**src/logic/ictm_map.vh**
```
// Opcode classes, result row layout and figures for the cycle timing model
`ifndef ICTM_MAP_VH
`define ICTM_MAP_VH

// Operation classes presented on req_op
`define ICTM_OP_QUICK_CONSTANT_LOAD 6'h00
`define ICTM_OP_QUICK_ADD_REG 6'h01
`define ICTM_OP_QUICK_ADD_MEM 6'h02
`define ICTM_OP_IMM_REG 6'h03
`define ICTM_OP_IMM_MEM 6'h04
`define ICTM_OP_DECIMAL_ADD_EXTEND_REG 6'h05
`define ICTM_OP_DECIMAL_ADD_EXTEND_MEM 6'h06
`define ICTM_OP_EXTEND_ADD_REG 6'h07
`define ICTM_OP_EXTEND_ADD_MEM 6'h08
`define ICTM_OP_MEMORY_COMPARE_POSTINC 6'h09
`define ICTM_OP_CLEAR_REG 6'h0a
`define ICTM_OP_CLEAR_MEM 6'h0b
`define ICTM_OP_NEGATE_REG 6'h0c
`define ICTM_OP_NEGATE_MEM 6'h0d
`define ICTM_OP_SIGN_EXTEND_REG 6'h0e
`define ICTM_OP_DECIMAL_NEGATE_REG 6'h0f
`define ICTM_OP_DECIMAL_NEGATE_MEM 6'h10
`define ICTM_OP_SET_COND_REG 6'h11
`define ICTM_OP_SET_COND_MEM 6'h12
`define ICTM_OP_TEST_AND_SET_REG 6'h13
`define ICTM_OP_TEST_AND_SET_MEM 6'h14
`define ICTM_OP_TEST_MEM 6'h15
`define ICTM_OP_LOGICAL_SHIFT_REGCNT 6'h16
`define ICTM_OP_LOGICAL_SHIFT_IMM 6'h17
`define ICTM_OP_LOGICAL_SHIFT_MEM 6'h18
`define ICTM_OP_ROTATE_THROUGH_EXTEND_REGCNT 6'h19
`define ICTM_OP_ROTATE_THROUGH_EXTEND_IMM 6'h1a
`define ICTM_OP_BIT_CHANGE_IMM_REG 6'h1b
`define ICTM_OP_BIT_CHANGE_REG_REG 6'h1c
`define ICTM_OP_BIT_CHANGE_IMM_MEM 6'h1d
`define ICTM_OP_BIT_CHANGE_REG_MEM 6'h1e
`define ICTM_OP_BIT_TEST_IMM_REG 6'h1f
`define ICTM_OP_BIT_TEST_REG_REG 6'h20
`define ICTM_OP_BIT_TEST_IMM_MEM 6'h21
`define ICTM_OP_BIT_TEST_REG_MEM 6'h22
`define ICTM_OP_BRANCH_TAKEN 6'h23
`define ICTM_OP_BRANCH_BYTE_NOT_TAKEN 6'h24
`define ICTM_OP_BRANCH_WORD_NOT_TAKEN 6'h25
`define ICTM_OP_BRANCH_LONG_NOT_TAKEN 6'h26
`define ICTM_OP_DECREMENT_AND_BRANCH_TRUE 6'h27
`define ICTM_OP_DECREMENT_AND_BRANCH_EXPIRED 6'h28
`define ICTM_OP_DECREMENT_AND_BRANCH_TAKEN 6'h29
`define ICTM_OP_LOOP_DECREMENT_TRUE 6'h2a
`define ICTM_OP_LOOP_DECREMENT_EXPIRED 6'h2b
`define ICTM_OP_LOOP_DECREMENT_TAKEN 6'h2c

// Shift formula selectors
`define ICTM_SHF_NONE 2'h0
`define ICTM_SHF_REGCNT 2'h1
`define ICTM_SHF_ROTX_REG 2'h2
`define ICTM_SHF_ROTX_IMM 2'h3

// Row layout: head, tail, total, reads, prefetches, writes, flags
`define ICTM_ROW_W 41
`define ICTM_ROW_HEAD 40:33
`define ICTM_ROW_TAIL 32:25
`define ICTM_ROW_TOTAL 24:17
`define ICTM_ROW_READS 16:13
`define ICTM_ROW_PREF 12:9
`define ICTM_ROW_WRITES 8:5
`define ICTM_ROW_XLONG 4
`define ICTM_ROW_ADD_EA 3
`define ICTM_ROW_ADD_IMM 2
`define ICTM_ROW_SHF 1:0

// Figures of the timing model
`define ICTM_LONG_EXTRA 10'h002
`define ICTM_SHIFT_FLOOR 7'h06
`define ICTM_ROTX_IMM_MAX 6'h08

`endif

```
**src/logic/ictm_shift_clocks.v**
```verilog
// Count-dependent head and total clocks for register and immediate count shifts
`timescale 1ns/1ps
`default_nettype none
`include "ictm_map.vh"

module ictm_shift_clocks
(
	// Selector and count
	input wire [1:0] mode,
	input wire [5:0] count,
	// Result
	output reg [6:0] clocks
);

	reg [6:0] quarter;
	reg [6:0] rem4;
	reg [6:0] sum;
	reg [6:0] n;
	reg [6:0] raw;

	always @*
	begin
		quarter = {3'h0, count[5:2]};
		rem4 = {5'h00, count[1:0]};
		sum = quarter + rem4;
		n = {1'h0, count};
		raw = 7'h00;
		case (mode)
			`ICTM_SHF_REGCNT:
				raw = 7'h03 + sum + {6'h00, ~sum[0]};
			`ICTM_SHF_ROTX_REG:
				raw = 7'h03 + n + {6'h00, ~n[0]};
			`ICTM_SHF_ROTX_IMM:
			begin
				// Counts above eight cannot be encoded; clamp defensively
				if (count > `ICTM_ROTX_IMM_MAX)
					n = {1'h0, `ICTM_ROTX_IMM_MAX};
				raw = 7'h02 + n + {6'h00, n[0]};
			end
			default:
				raw = 7'h00;
		endcase
		clocks = (raw < `ICTM_SHIFT_FLOOR) ? `ICTM_SHIFT_FLOOR : raw;
	end

endmodule

`default_nettype wire

```
**src/logic/ictm_timing.v**
```verilog
// Instruction cycle timing model: per-instruction head, tail, total and bus mix
// What this block does
// - Long memory operands need two bus cycles; quick add, immediate, clear and negate on memory add two clocks to tail and total.
// - Listed counts hold when the external data bus runs 16 bits wide at two-clock accesses.
// - Immediate forms add immediate fetch time to effective address and operation time.
// - Shift and rotate time ignores count except register-count forms and immediate rotate through extend.
// - Register-count shift or rotate: max(3+n/4+n%4+((n/4+n%4+1)%2), 6).
// - Register-count rotate through extend, n up to 63: max(3+n+((n+1)%2), 6).
// - Immediate rotate through extend, n up to 8: max(2+n+(n%2), 6).
// - Quick constant load: 2 clocks, zero head and tail, one prefetch.
// - Quick add to memory: 5 clocks, tail 3, one prefetch, write per bus cycle.
// - Decimal add between predecremented operands: 12 clocks, head 2, tail 2.
// - Postincrement memory compare: 8 clocks, head 1, two reads, one prefetch.
// - Test-and-set on memory: 10 clocks, head 1, one prefetch, one write.
// - Taken conditional branch: 8 clocks, head 2, tail -2, two prefetches.
// - Long not-taken branch: 6 clocks, three prefetches and one write.
// - Decrement-and-branch, false and not expired: 10 clocks, head 6, tail -2.
// - Bit test on a register with register-selected bit: 4 clocks, head 2, one prefetch.
`timescale 1ns/1ps
`default_nettype none
`include "ictm_map.vh"

module ictm_timing
#(
	parameter STREAM_W = 16
)
(
	// Clock and reset
	input wire clk_sys,
	input wire rst_n,
	// Instruction issue
	input wire req_valid,
	input wire [5:0] req_op,
	input wire req_long,
	input wire [5:0] req_count,
	input wire [7:0] req_ea_clocks,
	input wire [7:0] req_imm_clocks,
	// Bus configuration
	input wire bus_16bit,
	input wire [1:0] bus_wait_clocks,
	// Timing result
	output reg rsp_valid,
	output reg rsp_illegal,
	output reg rsp_nominal,
	output reg [7:0] rsp_head,
	output reg [7:0] rsp_tail,
	output reg [9:0] rsp_total,
	output reg [3:0] rsp_reads,
	output reg [3:0] rsp_prefetch,
	output reg [3:0] rsp_writes,
	// Execution tracking
	output reg busy,
	output reg done,
	output reg [7:0] overlap,
	output reg [STREAM_W-1:0] stream_clocks
);

	// Decoded table row and the figures derived from it
	reg [`ICTM_ROW_W-1:0] row;
	reg known;
	wire [6:0] shift_clocks;
	reg [9:0] next_total;
	reg [7:0] next_head;
	reg [7:0] next_tail;
	reg [3:0] next_reads;
	reg [3:0] next_writes;
	reg [3:0] accesses;
	reg [9:0] wait_extra;
	reg [7:0] next_overlap;
	reg [9:0] long_tail;

	// State carried from one instruction to the next
	reg [7:0] prev_tail;
	reg [9:0] remaining;

	// A request while busy is dropped without notice; the issuer waits for done
	wire take;

	assign take = req_valid && !busy;

	// Count-dependent clocks for the register and immediate count shifts
	ictm_shift_clocks u_shift
	(
		.mode(row[`ICTM_ROW_SHF]),
		.count(req_count),
		.clocks(shift_clocks)
	);

	// Base figures per class; flags say what the caller's extras add
	always @*
	begin
		known = 1'b1;
		row = {`ICTM_ROW_W{1'b0}};
		case (req_op)
			// Quick and immediate arithmetic
			`ICTM_OP_QUICK_CONSTANT_LOAD:
				row = {8'h00, 8'h00, 8'h02, 4'h0, 4'h1, 4'h0, 5'h00};
			`ICTM_OP_QUICK_ADD_REG:
				row = {8'h00, 8'h00, 8'h02, 4'h0, 4'h1, 4'h0, 5'h00};
			`ICTM_OP_QUICK_ADD_MEM:
				row = {8'h00, 8'h03, 8'h05, 4'h0, 4'h1, 4'h1, 5'h18};
			`ICTM_OP_IMM_REG:
				row = {8'h00, 8'h00, 8'h02, 4'h0, 4'h1, 4'h0, 5'h04};
			`ICTM_OP_IMM_MEM:
				row = {8'h00, 8'h03, 8'h05, 4'h0, 4'h1, 4'h1, 5'h1c};
			// Decimal and extended arithmetic
			`ICTM_OP_DECIMAL_ADD_EXTEND_REG:
				row = {8'h02, 8'h00, 8'h04, 4'h0, 4'h1, 4'h0, 5'h00};
			`ICTM_OP_DECIMAL_ADD_EXTEND_MEM:
				row = {8'h02, 8'h02, 8'h0c, 4'h2, 4'h1, 4'h1, 5'h00};
			`ICTM_OP_EXTEND_ADD_REG:
				row = {8'h00, 8'h00, 8'h02, 4'h0, 4'h1, 4'h0, 5'h00};
			`ICTM_OP_EXTEND_ADD_MEM:
				row = {8'h02, 8'h02, 8'h0a, 4'h2, 4'h1, 4'h1, 5'h00};
			`ICTM_OP_MEMORY_COMPARE_POSTINC:
				row = {8'h01, 8'h00, 8'h08, 4'h2, 4'h1, 4'h0, 5'h00};
			// Single operand
			`ICTM_OP_CLEAR_REG:
				row = {8'h00, 8'h00, 8'h02, 4'h0, 4'h1, 4'h0, 5'h00};
			`ICTM_OP_CLEAR_MEM:
				row = {8'h00, 8'h02, 8'h04, 4'h0, 4'h1, 4'h1, 5'h18};
			`ICTM_OP_NEGATE_REG:
				row = {8'h00, 8'h00, 8'h02, 4'h0, 4'h1, 4'h0, 5'h00};
			`ICTM_OP_NEGATE_MEM:
				row = {8'h00, 8'h03, 8'h05, 4'h0, 4'h1, 4'h1, 5'h18};
			`ICTM_OP_SIGN_EXTEND_REG:
				row = {8'h00, 8'h00, 8'h02, 4'h0, 4'h1, 4'h0, 5'h00};
			`ICTM_OP_DECIMAL_NEGATE_REG:
				row = {8'h02, 8'h00, 8'h04, 4'h0, 4'h1, 4'h0, 5'h00};
			`ICTM_OP_DECIMAL_NEGATE_MEM:
				row = {8'h00, 8'h02, 8'h06, 4'h0, 4'h1, 4'h1, 5'h08};
			`ICTM_OP_SET_COND_REG:
				row = {8'h02, 8'h00, 8'h04, 4'h0, 4'h1, 4'h0, 5'h00};
			`ICTM_OP_SET_COND_MEM:
				row = {8'h02, 8'h02, 8'h06, 4'h0, 4'h1, 4'h1, 5'h08};
			`ICTM_OP_TEST_AND_SET_REG:
				row = {8'h04, 8'h00, 8'h06, 4'h0, 4'h1, 4'h0, 5'h00};
			`ICTM_OP_TEST_AND_SET_MEM:
				row = {8'h01, 8'h00, 8'h0a, 4'h0, 4'h1, 4'h1, 5'h08};
			`ICTM_OP_TEST_MEM:
				row = {8'h00, 8'h00, 8'h02, 4'h0, 4'h1, 4'h0, 5'h08};
			// Shift and rotate; fixed forms ignore the count
			`ICTM_OP_LOGICAL_SHIFT_REGCNT:
				row = {8'h00, 8'h00, 8'h00, 4'h0, 4'h1, 4'h0, 3'h0, `ICTM_SHF_REGCNT};
			`ICTM_OP_LOGICAL_SHIFT_IMM:
				row = {8'h04, 8'h00, 8'h06, 4'h0, 4'h1, 4'h0, 5'h00};
			`ICTM_OP_LOGICAL_SHIFT_MEM:
				row = {8'h00, 8'h02, 8'h06, 4'h0, 4'h1, 4'h1, 5'h08};
			`ICTM_OP_ROTATE_THROUGH_EXTEND_REGCNT:
				row = {8'h00, 8'h00, 8'h00, 4'h0, 4'h1, 4'h0, 3'h0, `ICTM_SHF_ROTX_REG};
			`ICTM_OP_ROTATE_THROUGH_EXTEND_IMM:
				row = {8'h00, 8'h00, 8'h00, 4'h0, 4'h1, 4'h0, 3'h0, `ICTM_SHF_ROTX_IMM};
			// Bit manipulation; immediate bit numbers need an extra fetch
			`ICTM_OP_BIT_CHANGE_IMM_REG:
				row = {8'h02, 8'h00, 8'h06, 4'h0, 4'h2, 4'h0, 5'h04};
			`ICTM_OP_BIT_CHANGE_REG_REG:
				row = {8'h04, 8'h00, 8'h06, 4'h0, 4'h1, 4'h0, 5'h00};
			`ICTM_OP_BIT_CHANGE_IMM_MEM:
				row = {8'h01, 8'h02, 8'h08, 4'h0, 4'h2, 4'h1, 5'h0c};
			`ICTM_OP_BIT_CHANGE_REG_MEM:
				row = {8'h02, 8'h02, 8'h08, 4'h0, 4'h1, 4'h1, 5'h08};
			`ICTM_OP_BIT_TEST_IMM_REG:
				row = {8'h02, 8'h00, 8'h04, 4'h0, 4'h2, 4'h0, 5'h04};
			`ICTM_OP_BIT_TEST_REG_REG:
				row = {8'h02, 8'h00, 8'h04, 4'h0, 4'h1, 4'h0, 5'h00};
			`ICTM_OP_BIT_TEST_IMM_MEM:
				row = {8'h01, 8'h00, 8'h04, 4'h0, 4'h2, 4'h0, 5'h0c};
			`ICTM_OP_BIT_TEST_REG_MEM:
				row = {8'h02, 8'h00, 8'h08, 4'h0, 4'h1, 4'h0, 5'h08};
			// Conditional branches carry complete times
			`ICTM_OP_BRANCH_TAKEN:
				row = {8'h02, 8'hfe, 8'h08, 4'h0, 4'h2, 4'h0, 5'h00};
			`ICTM_OP_BRANCH_BYTE_NOT_TAKEN:
				row = {8'h02, 8'h00, 8'h04, 4'h0, 4'h1, 4'h0, 5'h00};
			`ICTM_OP_BRANCH_WORD_NOT_TAKEN:
				row = {8'h00, 8'h00, 8'h04, 4'h0, 4'h2, 4'h0, 5'h00};
			`ICTM_OP_BRANCH_LONG_NOT_TAKEN:
				row = {8'h00, 8'h00, 8'h06, 4'h0, 4'h3, 4'h1, 5'h00};
			`ICTM_OP_DECREMENT_AND_BRANCH_TRUE:
				row = {8'h01, 8'h01, 8'h04, 4'h0, 4'h2, 4'h0, 5'h00};
			`ICTM_OP_DECREMENT_AND_BRANCH_EXPIRED:
				row = {8'h02, 8'h00, 8'h06, 4'h0, 4'h2, 4'h0, 5'h00};
			`ICTM_OP_DECREMENT_AND_BRANCH_TAKEN:
				row = {8'h06, 8'hfe, 8'h0a, 4'h0, 4'h2, 4'h0, 5'h00};
			// Loop mode: the loop body is already held, so fewer fetches
			`ICTM_OP_LOOP_DECREMENT_TRUE:
				row = {8'h04, 8'h00, 8'h06, 4'h0, 4'h1, 4'h0, 5'h00};
			`ICTM_OP_LOOP_DECREMENT_EXPIRED:
				row = {8'h06, 8'h00, 8'h08, 4'h0, 4'h1, 4'h0, 5'h00};
			`ICTM_OP_LOOP_DECREMENT_TAKEN:
				row = {8'h06, 8'h00, 8'h0a, 4'h0, 4'h0, 4'h0, 5'h00};
			// Unknown class: answered as illegal, with no busy window
			default:
				known = 1'b0;
		endcase
	end

	// Derived figures for the presented instruction
	always @*
	begin
		next_head = row[`ICTM_ROW_HEAD];
		next_tail = row[`ICTM_ROW_TAIL];
		next_total = {2'h0, row[`ICTM_ROW_TOTAL]};
		next_reads = row[`ICTM_ROW_READS];
		next_writes = row[`ICTM_ROW_WRITES];
		// Tails are two's complement; the eight-bit cut keeps the sign
		long_tail = {2'h0, row[`ICTM_ROW_TAIL]} + `ICTM_LONG_EXTRA;
		// Count-dependent forms set head and base total both to the shift clocks
		if (row[`ICTM_ROW_SHF] != `ICTM_SHF_NONE)
		begin
			next_head = {1'h0, shift_clocks};
			next_total = {3'h0, shift_clocks};
		end
		// Long operands on a 16-bit bus take two bus cycles
		if (row[`ICTM_ROW_XLONG] && req_long)
		begin
			next_tail = long_tail[7:0];
			next_total = next_total + `ICTM_LONG_EXTRA;
			next_writes = next_writes + 4'h1;
		end
		if (row[`ICTM_ROW_ADD_EA])
			next_total = next_total + {2'h0, req_ea_clocks};
		if (row[`ICTM_ROW_ADD_IMM])
			next_total = next_total + {2'h0, req_imm_clocks};
		// Each access past two clocks stretches execution
		// Slow memory stretches reads, prefetches and writes alike
		accesses = next_reads + row[`ICTM_ROW_PREF] + next_writes;
		case (bus_wait_clocks)
			2'h1:
				wait_extra = {6'h00, accesses};
			2'h2:
				wait_extra = {5'h00, accesses, 1'b0};
			2'h3:
				wait_extra = {5'h00, accesses, 1'b0} + {6'h00, accesses};
			default:
				wait_extra = 10'h000;
		endcase
		next_total = next_total + wait_extra;
		// Tail of the previous instruction hides under this head
		// A negative tail or head hides nothing
		next_overlap = 8'h00;
		if (!prev_tail[7] && !next_head[7])
			next_overlap = (prev_tail < next_head) ? prev_tail : next_head;
	end

	// Handshake flags: one-cycle answer and its two qualifiers
	always @(posedge clk_sys)
	begin
		if (!rst_n)
		begin
			rsp_valid <= 1'b0;
			rsp_illegal <= 1'b0;
			rsp_nominal <= 1'b0;
		end
		else
		begin
			rsp_valid <= take;
			if (take)
			begin
				rsp_illegal <= !known;
				// Figures hold only for a 16-bit bus at two-clock accesses
				rsp_nominal <= known && bus_16bit && (bus_wait_clocks == 2'h0);
			end
		end
	end

	// Figures of the last known instruction; an unknown class leaves them standing
	always @(posedge clk_sys)
	begin
		if (!rst_n)
		begin
			rsp_head <= 8'h00;
			rsp_tail <= 8'h00;
			rsp_total <= 10'h000;
			rsp_reads <= 4'h0;
			rsp_prefetch <= 4'h0;
			rsp_writes <= 4'h0;
		end
		else if (take && known)
		begin
			rsp_head <= next_head;
			rsp_tail <= next_tail;
			rsp_total <= next_total;
			rsp_reads <= next_reads;
			rsp_prefetch <= row[`ICTM_ROW_PREF];
			rsp_writes <= next_writes;
		end
	end

	// Overlap with the previous tail and the running stream sum
	always @(posedge clk_sys)
	begin
		if (!rst_n)
		begin
			overlap <= 8'h00;
			prev_tail <= 8'h00;
			stream_clocks <= {STREAM_W{1'b0}};
		end
		else if (take && known)
		begin
			overlap <= next_overlap;
			prev_tail <= next_tail;
			// Stream sum wraps at its width; no saturation
			stream_clocks <= stream_clocks + {{(STREAM_W-10){1'b0}}, next_total}
				- {{(STREAM_W-8){1'b0}}, next_overlap};
		end
	end

	// Busy window: exactly the total clocks after the take edge
	always @(posedge clk_sys)
	begin
		if (!rst_n)
		begin
			busy <= 1'b0;
			done <= 1'b0;
			remaining <= 10'h000;
		end
		else
		begin
			done <= 1'b0;
			if (take && known)
			begin
				busy <= 1'b1;
				remaining <= next_total;
			end
			else if (busy)
			begin
				remaining <= remaining - 10'h001;
				if (remaining == 10'h001)
				begin
					busy <= 1'b0;
					done <= 1'b1;
				end
			end
		end
	end

endmodule

`default_nettype wire

```
**config.mk**
```make
export PLATFORM = sky130hd
export DESIGN_NAME = ictm_timing
export DESIGN_NICKNAME = d
export VERILOG_FILES = /design/src/logic/ictm_shift_clocks.v /design/src/logic/ictm_timing.v
export VERILOG_INCLUDE_DIRS = /design/src /design/src/logic
export SDC_FILE = /design/constraint.sdc
export NUM_CORES = 1
export LEC_CHECK = 0
export BUFFER_PORTS_ARGS = -buffer_cell sky130_fd_sc_hd__buf_2
export CAP_MARGIN = 20
export CORE_MARGIN = 2
export CORE_UTILIZATION = 56
export DETAILED_ROUTE_END_ITERATION = 12
export PLACE_DENSITY = 0.9
export SLEW_MARGIN = 20
export SYNTH_ARGS = -nofsm -noshare
export SYNTH_HDL_FRONTEND = slang
export SYNTH_SLANG_ARGS = --single-unit
export TNS_END_PERCENT = 5
```
**constraint.sdc**
```tcl
create_clock -name clk_sys -period 9.5 [get_ports clk_sys]
set_input_delay 0.475 -clock clk_sys [delete_from_list [all_inputs] [get_ports clk_sys]]
set_output_delay 0.475 -clock clk_sys [all_outputs]
set_load 0.05 [all_outputs]
```
==> results of run 1 <==
-- power by group through the flow --
stage	logic (mW)	clock network [mW]	registers (mW)
floorplan	0.778	0	0.476
global placement	1.08	0	0.358
detailed placement	1.10	0	0.360
CTS	1.14	0.363	0.355
global route	1.28	0.375	0.362
finish	1.16	0.361	0.357
-- cells by family after synthesis --
group                      share of synthesized area
AOI/OAI and AO/OA                              0.268
xor gates and xnor gates                      0.0509
adders and majority gates                      0.159
buffers and inverters                         0.0881
DFF                                            0.196
muxes                                         0.0247
other                                       0.000574
and+or+nand+nor                                0.213
-- per-layer routing --
metal  track usage  wire length, um  vias to the layer above  share of wire
met3        0.0626             1790                       60          0.099
met1         0.365             7370                     2977           0.41
met5             0                0                        -              0
li1              -                -                     3190              -
met4        0.0984              633                        0          0.035
met2         0.473             8320                      364           0.46
-- through the flow --
stage	hold slack [ns]	cells	power, mW	setup slack, ns	utilization
CTS	0.411	1076	1.86	0.946	0.636
detailed placement	0.444	1060	1.46	0.770	0.607
floorplan	0.514	881	1.25	1.56	-
global route	0.429	1076	2.02	0.280	0.636
global placement	0.440	1060	1.44	1.08	0.607
finish	0.409	1076	1.88	0.805	0.636
-- registers in the layout, indices dropped and copies added (netlist names), 2 cells and up --
register / flops
overlap: 7
prev_tail: 4
remaining: 10
rsp_head: 7
rsp_prefetch: 2
rsp_total: 10
rsp_writes: 2
stream_clocks: 16
-- worst min-delay path, cell delays in order --
cell	delay [ns]
buf_2	0.08
a32oi_1	0.07
nor2_1	0.08
-- worst min-delay path by stage --
stage	slack, ns	cells past startpoint	endpoint	from
6_report	0.41	3	rsp_nominal$_SDFFE_PN0P_	bus_16bit
5_1_grt	0.43	3	rsp_nominal$_SDFFE_PN0P_	bus_16bit
4_1_cts	0.41	3	rsp_nominal$_SDFFE_PN0P_	bus_16bit
3_5_place_dp	0.44	2	rsp_writes[1]$_SDFFE_PN0P_	rsp_writes[1]$_SDFFE_PN0P_
3_3_place_gp	0.44	2	rsp_writes[1]$_SDFFE_PN0P_	rsp_writes[1]$_SDFFE_PN0P_
2_1_floorplan	0.51	2	done$_SDFF_PP0_	remaining[9]$_SDFFE_PN0P_
-- layout by cell type, fill, tap and decap left out, types with 5 or more instances in the layout --
cell type	Yosys	final
a211oi_1	11	11
a21o_1	12	12
a21oi_1	88	88
and2_1	9	9
buf_2	16	92
clkbuf_16	0	9
conb_1	1	10
dfxtp_1	64	64
fa_1	13	13
ha_1	62	62
inv_1	69	69
mux2_2	9	9
mux2i_1	6	6
nand2_1	78	78
nand2b_1	15	14
nand3_1	21	21
nand3b_1	5	5
nor2_1	82	82
nor2b_1	13	12
nor3_1	25	25
o211ai_1	8	8
o21a_1	11	11
o21ai_0	43	43
o21ai_1	7	7
o21bai_1	7	7
o22ai_1	8	8
o31ai_1	5	5
or3_1	7	7
xnor2_1	21	21
xor2_1	17	17
-- layout make-up --
cell class                      instances  share of cell area
Tap cell                              143              0.0246
Inverter                               70              0.0362
Timing Repair Buffer                   96              0.0675
Sequential cell                        64               0.176
Clock buffer                           10              0.0329
Clock inverter                          6              0.0126
Multi-Input combinational cell        687               0.650
==> run summary, run 1 <==
The starting utilization of the core area came out at 0.572. The synthesized area came out at 6530 um2. The kind of cell adding the most delay to the critical path is compound AO/OA/AOI/OAI gates.

Setup repair after global routing left no endpoint under its margin. The number of input and output port buffers inserted is 92. The final-report max-slew violation count is 0. After detailed routing, the total wire length is 18.1 mm.

The cell repeated most along the worst path is ha_1. Gates resized during post-CTS repair numbered 0. The worst setup path is captured at a flop.

The transition at the pin with the smallest max-transition slack came out at 1.04 ns. The power density of the placed cells came out at 259 nW/um2. On the worst path, the slowest cell contributes a delay of 0.51 ns. The average wire per standard cell is 16.8 um. The root buffer cell is clkbuf_16.

The largest area contributor in the synthesized netlist is dfxtp_1. The maximum resistive drop on vdd is 0.178 mV. The max-capacitance violation count is 0. The width of the chip came out at 112 um. In this run the critical register-to-register path is captured at stream_clocks[15]$_SDFFE_PN0P_.

The vertical die dimension came out at 112 um. STA classifies the critical path startpoint as an input port. The switching component of the power came out at 0.897 mW. The category of the critical setup timing path is input port to flop.

TritonCTS built the clock tree. The worst-skew pair later-pin latency is 0.33 ns. The number of diodes added for antenna fixing is 0. The slowest stage of the critical path is the fa_1 cell.

The count of H-tree levels built during CTS came out at 3. The final sum of negative setup slack came out at 0 ns. The DRC marker count from the first detailed-route iteration came out at 688.

The first-pass GRT wire length is 29.5 mm. The final clock period utilization by the worst path came out at 0.915. The number of antenna violations at the first check in global routing was 0. The arrival time at the worst endpoint came out at 8.94 ns. Following the worst setup path forward leads to its endpoint at stream_clocks[15]$_SDFFE_PN0P_. The clock passes through at most 2 buffers. The clock transition at the registers of the reported paths is 0.05 ns. The final weighted congestion of routability-driven global placement came out at 0.975. Entering global routing, the biggest net connects 46 pins.

The total global-route track usage came out at 0.284. Yosys printed 0 warnings. The share of flip-flops with an asynchronous set or reset after synthesis is 0. a21oi_1 is the most common cell in the netlist.

The run finished with clean final reports. Of the total power, registers draw 0.190. In this run the post-CTS setup repair buffer count came out at 0. The post-route antenna net violation count is 0. Headroom to the max-slew limit came out at 0.308. The share of layout cells above drive strength 1 came out at 0.154. Synthesis produced a netlist whose cell count is 872.

Static timing analysis puts the maximum clock frequency at 115 MHz. The area of combinational cells with multiple inputs came out at 4720 um2. The mean area per synthesized cell came out at 7.49 um2. Global routing finished with a remaining overflow of 0.

The most critical setup path has its startpoint at req_count[2]. Of the total power, the share spent switching nets is 0.477. The number of nets at the end of the flow is 1038.

In this run the worst hold path is classified as input port to flop. After synthesis, the cell types taking the most area are dfxtp_1, ha_1, a21oi_1, nor2_1, nand2_1. The hold buffer count at cts came out at 0. The summed area of non-filler cells in the final layout is 7260 um2. The relative contribution of combinational cells to total power is 0.618.

The average via count per standard cell came out at 6.13. The largest fanout of any net on the critical path came out at 8. The clock buffer count from CTS is 9. In the final layout, flip-flops and latches occupy 1280 um2. The number of global-route vias before repair came out at 6157.

In this run the number of cells on the critical path is 38. The number of inserted filler cells in the final layout came out at 947. The total leakage power came out at 3.31 nW. The minimum period implied by the final worst setup slack is 8.69 ns. Summing all placed instances gives a cell area of 6930 um2. The number of synthesized flops with an enable pin came out at 0. The routed layout has 6591 vias. The number of hold violations in the final report is 0. The number of flip-flops and latches in the synthesized netlist is 64. The number of cells on the worst reg-to-reg path is 17.

In the synthesized netlist the dominant register cell turns out to be dfxtp_1. The number of buffer and inverter stages on the critical path is 4. The final count of negative-setup-slack endpoints came out at 0.

The area growth from synthesis to layout is 11.2%. Sorting the synthesized cells by how often they occur yields a21oi_1, nor2_1, nand2_1. The worst-case clock skew is 0.00539 ns. The placeable core area is 11400 um2. The share of synthesized area in the top cell type comes to 0.196. Counting distinct cell types in the post-synthesis netlist gives 83.

The number of standard-cell rows in the floorplan is 39. The clock sink count came out at 64. The die covers 12500 um2. The share of total power dissipated in the clock network is 0.192. The startpoint identified for the worst register-to-register timing path is prev_tail[6]$_SDFFE_PN0P_. The register area share after synthesis came out at 0.196. The internal portion of the total power is 0.984 mW. At the worst endpoint, the required time is 9.75 ns. For this run, the detailed router's first-pass iteration total came to 5. The worst register-to-register path has a setup slack of 4.25 ns. The total I/O pin count is 102. The HPWL after detailed placement is 12.8 mm.

The remaining design rule violation count came out at 0.
Note: power is estimated with default switching activity, not from simulation.
==> run 2: changes to the inputs <==
clock period = 8.2 ns   (was 9.5 ns; I/O delays follow)
==> run 2 against run 1 <==
Final area increased by 2.5%. Final cell count rose by 1.2%. Utilization is 1.6 points higher. Clock power increased by 18%. Global-route usage is 0.34 points lower. Sequential share of layout area down 0.42 points. First-iteration DRC count shrank 23%. Via count grew 0.91%. Die area unchanged. Power rose by 18%. Non-clock buffer count rose by 13. Clock-buffer cell count stayed put. Largest power group unchanged.
==> run summary, run 2 (synthesis gave the netlist of run 1 again) <==
The run finished with clean final reports. The number of global-route vias before repair came out at 6115. The final worst-path setup slack came out at 0.352 ns. The area growth from synthesis to layout came out at 13.9%.

The pin count of the biggest net entering global routing came out at 61. The number of hold violations in the final report came out at 0. The relative contribution of the clock network to total power came out at 0.193. The share of layout cells above drive strength 1 is 0.180.

After floorplanning, the core was sized to cover 11400 um2. The critical path startpoint category is an input port. The hold buffer count at cts came out at 0. The final count of negative-setup-slack endpoints is 0.

The width of the chip is 112 um. The largest stage delay on the critical path is 0.51 ns. The flip-flop count of the largest register after layout came out at 16. For this design, the slowest cell found on the critical path is fa_1. The total I/O pin count came out at 102.

More flip-flops sit in one register than any other, and that register is stream_clocks. The top cell types in the final layout, fill and taps aside, are buf_2, a21oi_1, nor2_1. CTS placed an instance of clkbuf_16 at the clock tree root. The post-route total power is 2.21 mW. For the pin with the worst max-slew slack, the measured transition is 1.05 ns.

The total half-perimeter wirelength after legalization and detailed placement came out at 13.0 mm. The number of antenna violations at the first check in global routing came out at 0. The power density of the placed cells is 297 nW/um2.

The clock sink count is 64. The DRC marker count from the first detailed-route iteration is 533. Routability-driven placement finished with a final weighted congestion of 0.983. After detailed routing, the average wire length per cell comes to 16.5 um. The aggregate global routing overflow is 0. The number of standard-cell rows in the floorplan is 39.

The total detailed-routing wirelength is 17.9 mm. The data required time of the worst path came out at 8.47 ns. The largest registers in the layout are stream_clocks x16, remaining x10, rsp_total x10. The maximum resistive drop on vdd is 0.208 mV.

In the final layout, the multi-input gates occupy 4800 um2. The part of the total power dissipated in sequential elements came out at 0.188. The net switching share of the total power came out at 0.471. The highest achievable clock rate came out at 127 MHz.

The setup path with the least slack is of type input port to flop. In the routed layout, each cell is associated on average with a via count of 6.11. The area of the die came out at 12500 um2. The starting utilization of the core area came out at 0.572. In this run the tightest slew margin relative to its limit is 0.302. The worst-case clock skew came out at 0.00572 ns. The worst setup path is captured at a flop. Of all nets on the critical path, the largest fanout is 7. The cell internal power dissipation came out at 1.17 mW. The number of inserted filler cells in the final layout came out at 934.

The number of diodes added for antenna fixing came out at 0. Dividing the final minimum period by the clock period gives 0.957. The worst-skew pair later-pin latency came out at 0.34 ns. The remaining design rule violation count is 0. Of the total power, combinational logic draws 0.620. The first-pass GRT wire length is 29.4 mm. The final-report max-slew violation count came out at 0. Clock-pin slew was measured on the worst setup and hold paths at 0.06 ns. The type of the worst min-delay path is input port to flop. The number of detailed-routing iterations run before antenna repair is 5.

The number of nets at the end of the flow is 1051. The total global-route track usage is 0.281. The most numerous cell type found on the critical path is ha_1. Summing all flip-flop and latch instances after layout gives 1280 um2. TritonCTS built the clock tree. The maximum clock path buffer count came out at 2. The post-route antenna net violation count is 0.

The total leakage power came out at 3.38 nW. The routed via count is 6651. The count of H-tree levels built during CTS is 3. The analysis attributes to net switching a power of 1.04 mW. The minimum period implied by the final worst setup slack came out at 7.85 ns. The max-capacitance violation count came out at 0. The library cell used most frequently in the layout, excluding fill and tap cells, is buf_2.

The arrival time at the worst endpoint came out at 8.12 ns. The clock buffer count from CTS came out at 9. The worst hold slack is 0.350 ns. The number of setup buffers added after CTS came out at 0. The end-of-flow core utilization is 0.652. Before CTS, the worst setup slack after placement is -0.102 ns. The vertical die dimension is 112 um. During placement, the flow inserted port buffers numbering 92.
## run 2: cell types whose count changed in the layout (fill, tap and decap cells not counted), moves of 2 or more
| cell | delta |
|---|---|
| o21ai_0 | -3 |
| xor2_2 | +2 |
| buf_4 | +13 |
| xor2_1 | -2 |
| o21ai_1 | +3 |
## run 2: final cells by class
cell class                 count  area share
multi-input combinational    687       0.645
sequential                    64       0.172
timing repair buffer         109      0.0790
inverter                      70      0.0353
clock buffer                  10      0.0321
tap                          143      0.0240
clock inverter                 6      0.0121
## run 2: timing repair
| item | in CTS | in global routing |
|---|---|---|
| endpoints found under the setup margin | 0 | 6 |
| endpoints found under the hold margin | 0 | 0 |
| gates resized for setup | 0 | 18 |
## run 2: power groups by stage
stage	combinational, mW	sequential [mW]	clock (mW)
3_5_place_dp	1.28	0.418	0
5_1_grt	1.51	0.421	0.440
6_report	1.37	0.415	0.426
4_1_cts	1.31	0.412	0.427
2_1_floorplan	0.902	0.552	0
3_3_place_gp	1.25	0.416	0
## run 2: worst paths after layout
kind	cells past startpoint	slack, ns	end	start
worst max-delay path	39	0.35	stream_clocks[15]$_SDFFE_PN0P_	req_count[0]
worst min-delay path	3	0.35	rsp_nominal$_SDFFE_PN0P_	bus_16bit
worst max register to register	16	3.11	stream_clocks[14]$_SDFFE_PN0P_	prev_tail[6]$_SDFFE_PN0P_
worst min register to register	2	0.47	rsp_head[1]$_SDFFE_PN0P_	rsp_head[1]$_SDFFE_PN0P_
## run 2: critical path, delay by kind of cell
kind / cells / cell delay, ns
AND/OR/NAND/NOR: 6 / 0.96
XOR/XNOR: 5 / 0.74
buffers and inverters: 4 / 0.32
AO/OA/AOI/OAI: 16 / 3.02
adder cells (fa/ha/maj): 8 / 2.65
## run 2: per-stage QoR
step	TNS (ns)	cell area (um2)	instances
floorplan	0	6570	881
global placement	0	7030	1073
detailed placement	-0.157	7030	1073
CTS	0	7360	1089
global route	-0.237	7440	1089
finish	0	7440	1089
## run 2: metal layers
layer	global-route usage	up-vias	part of all wire
li1	-	3209	-
met1	0.369	3091	0.42
met2	0.467	299	0.46
met3	0.0544	52	0.081
met4	0.0878	0	0.029
met5	0	-	0
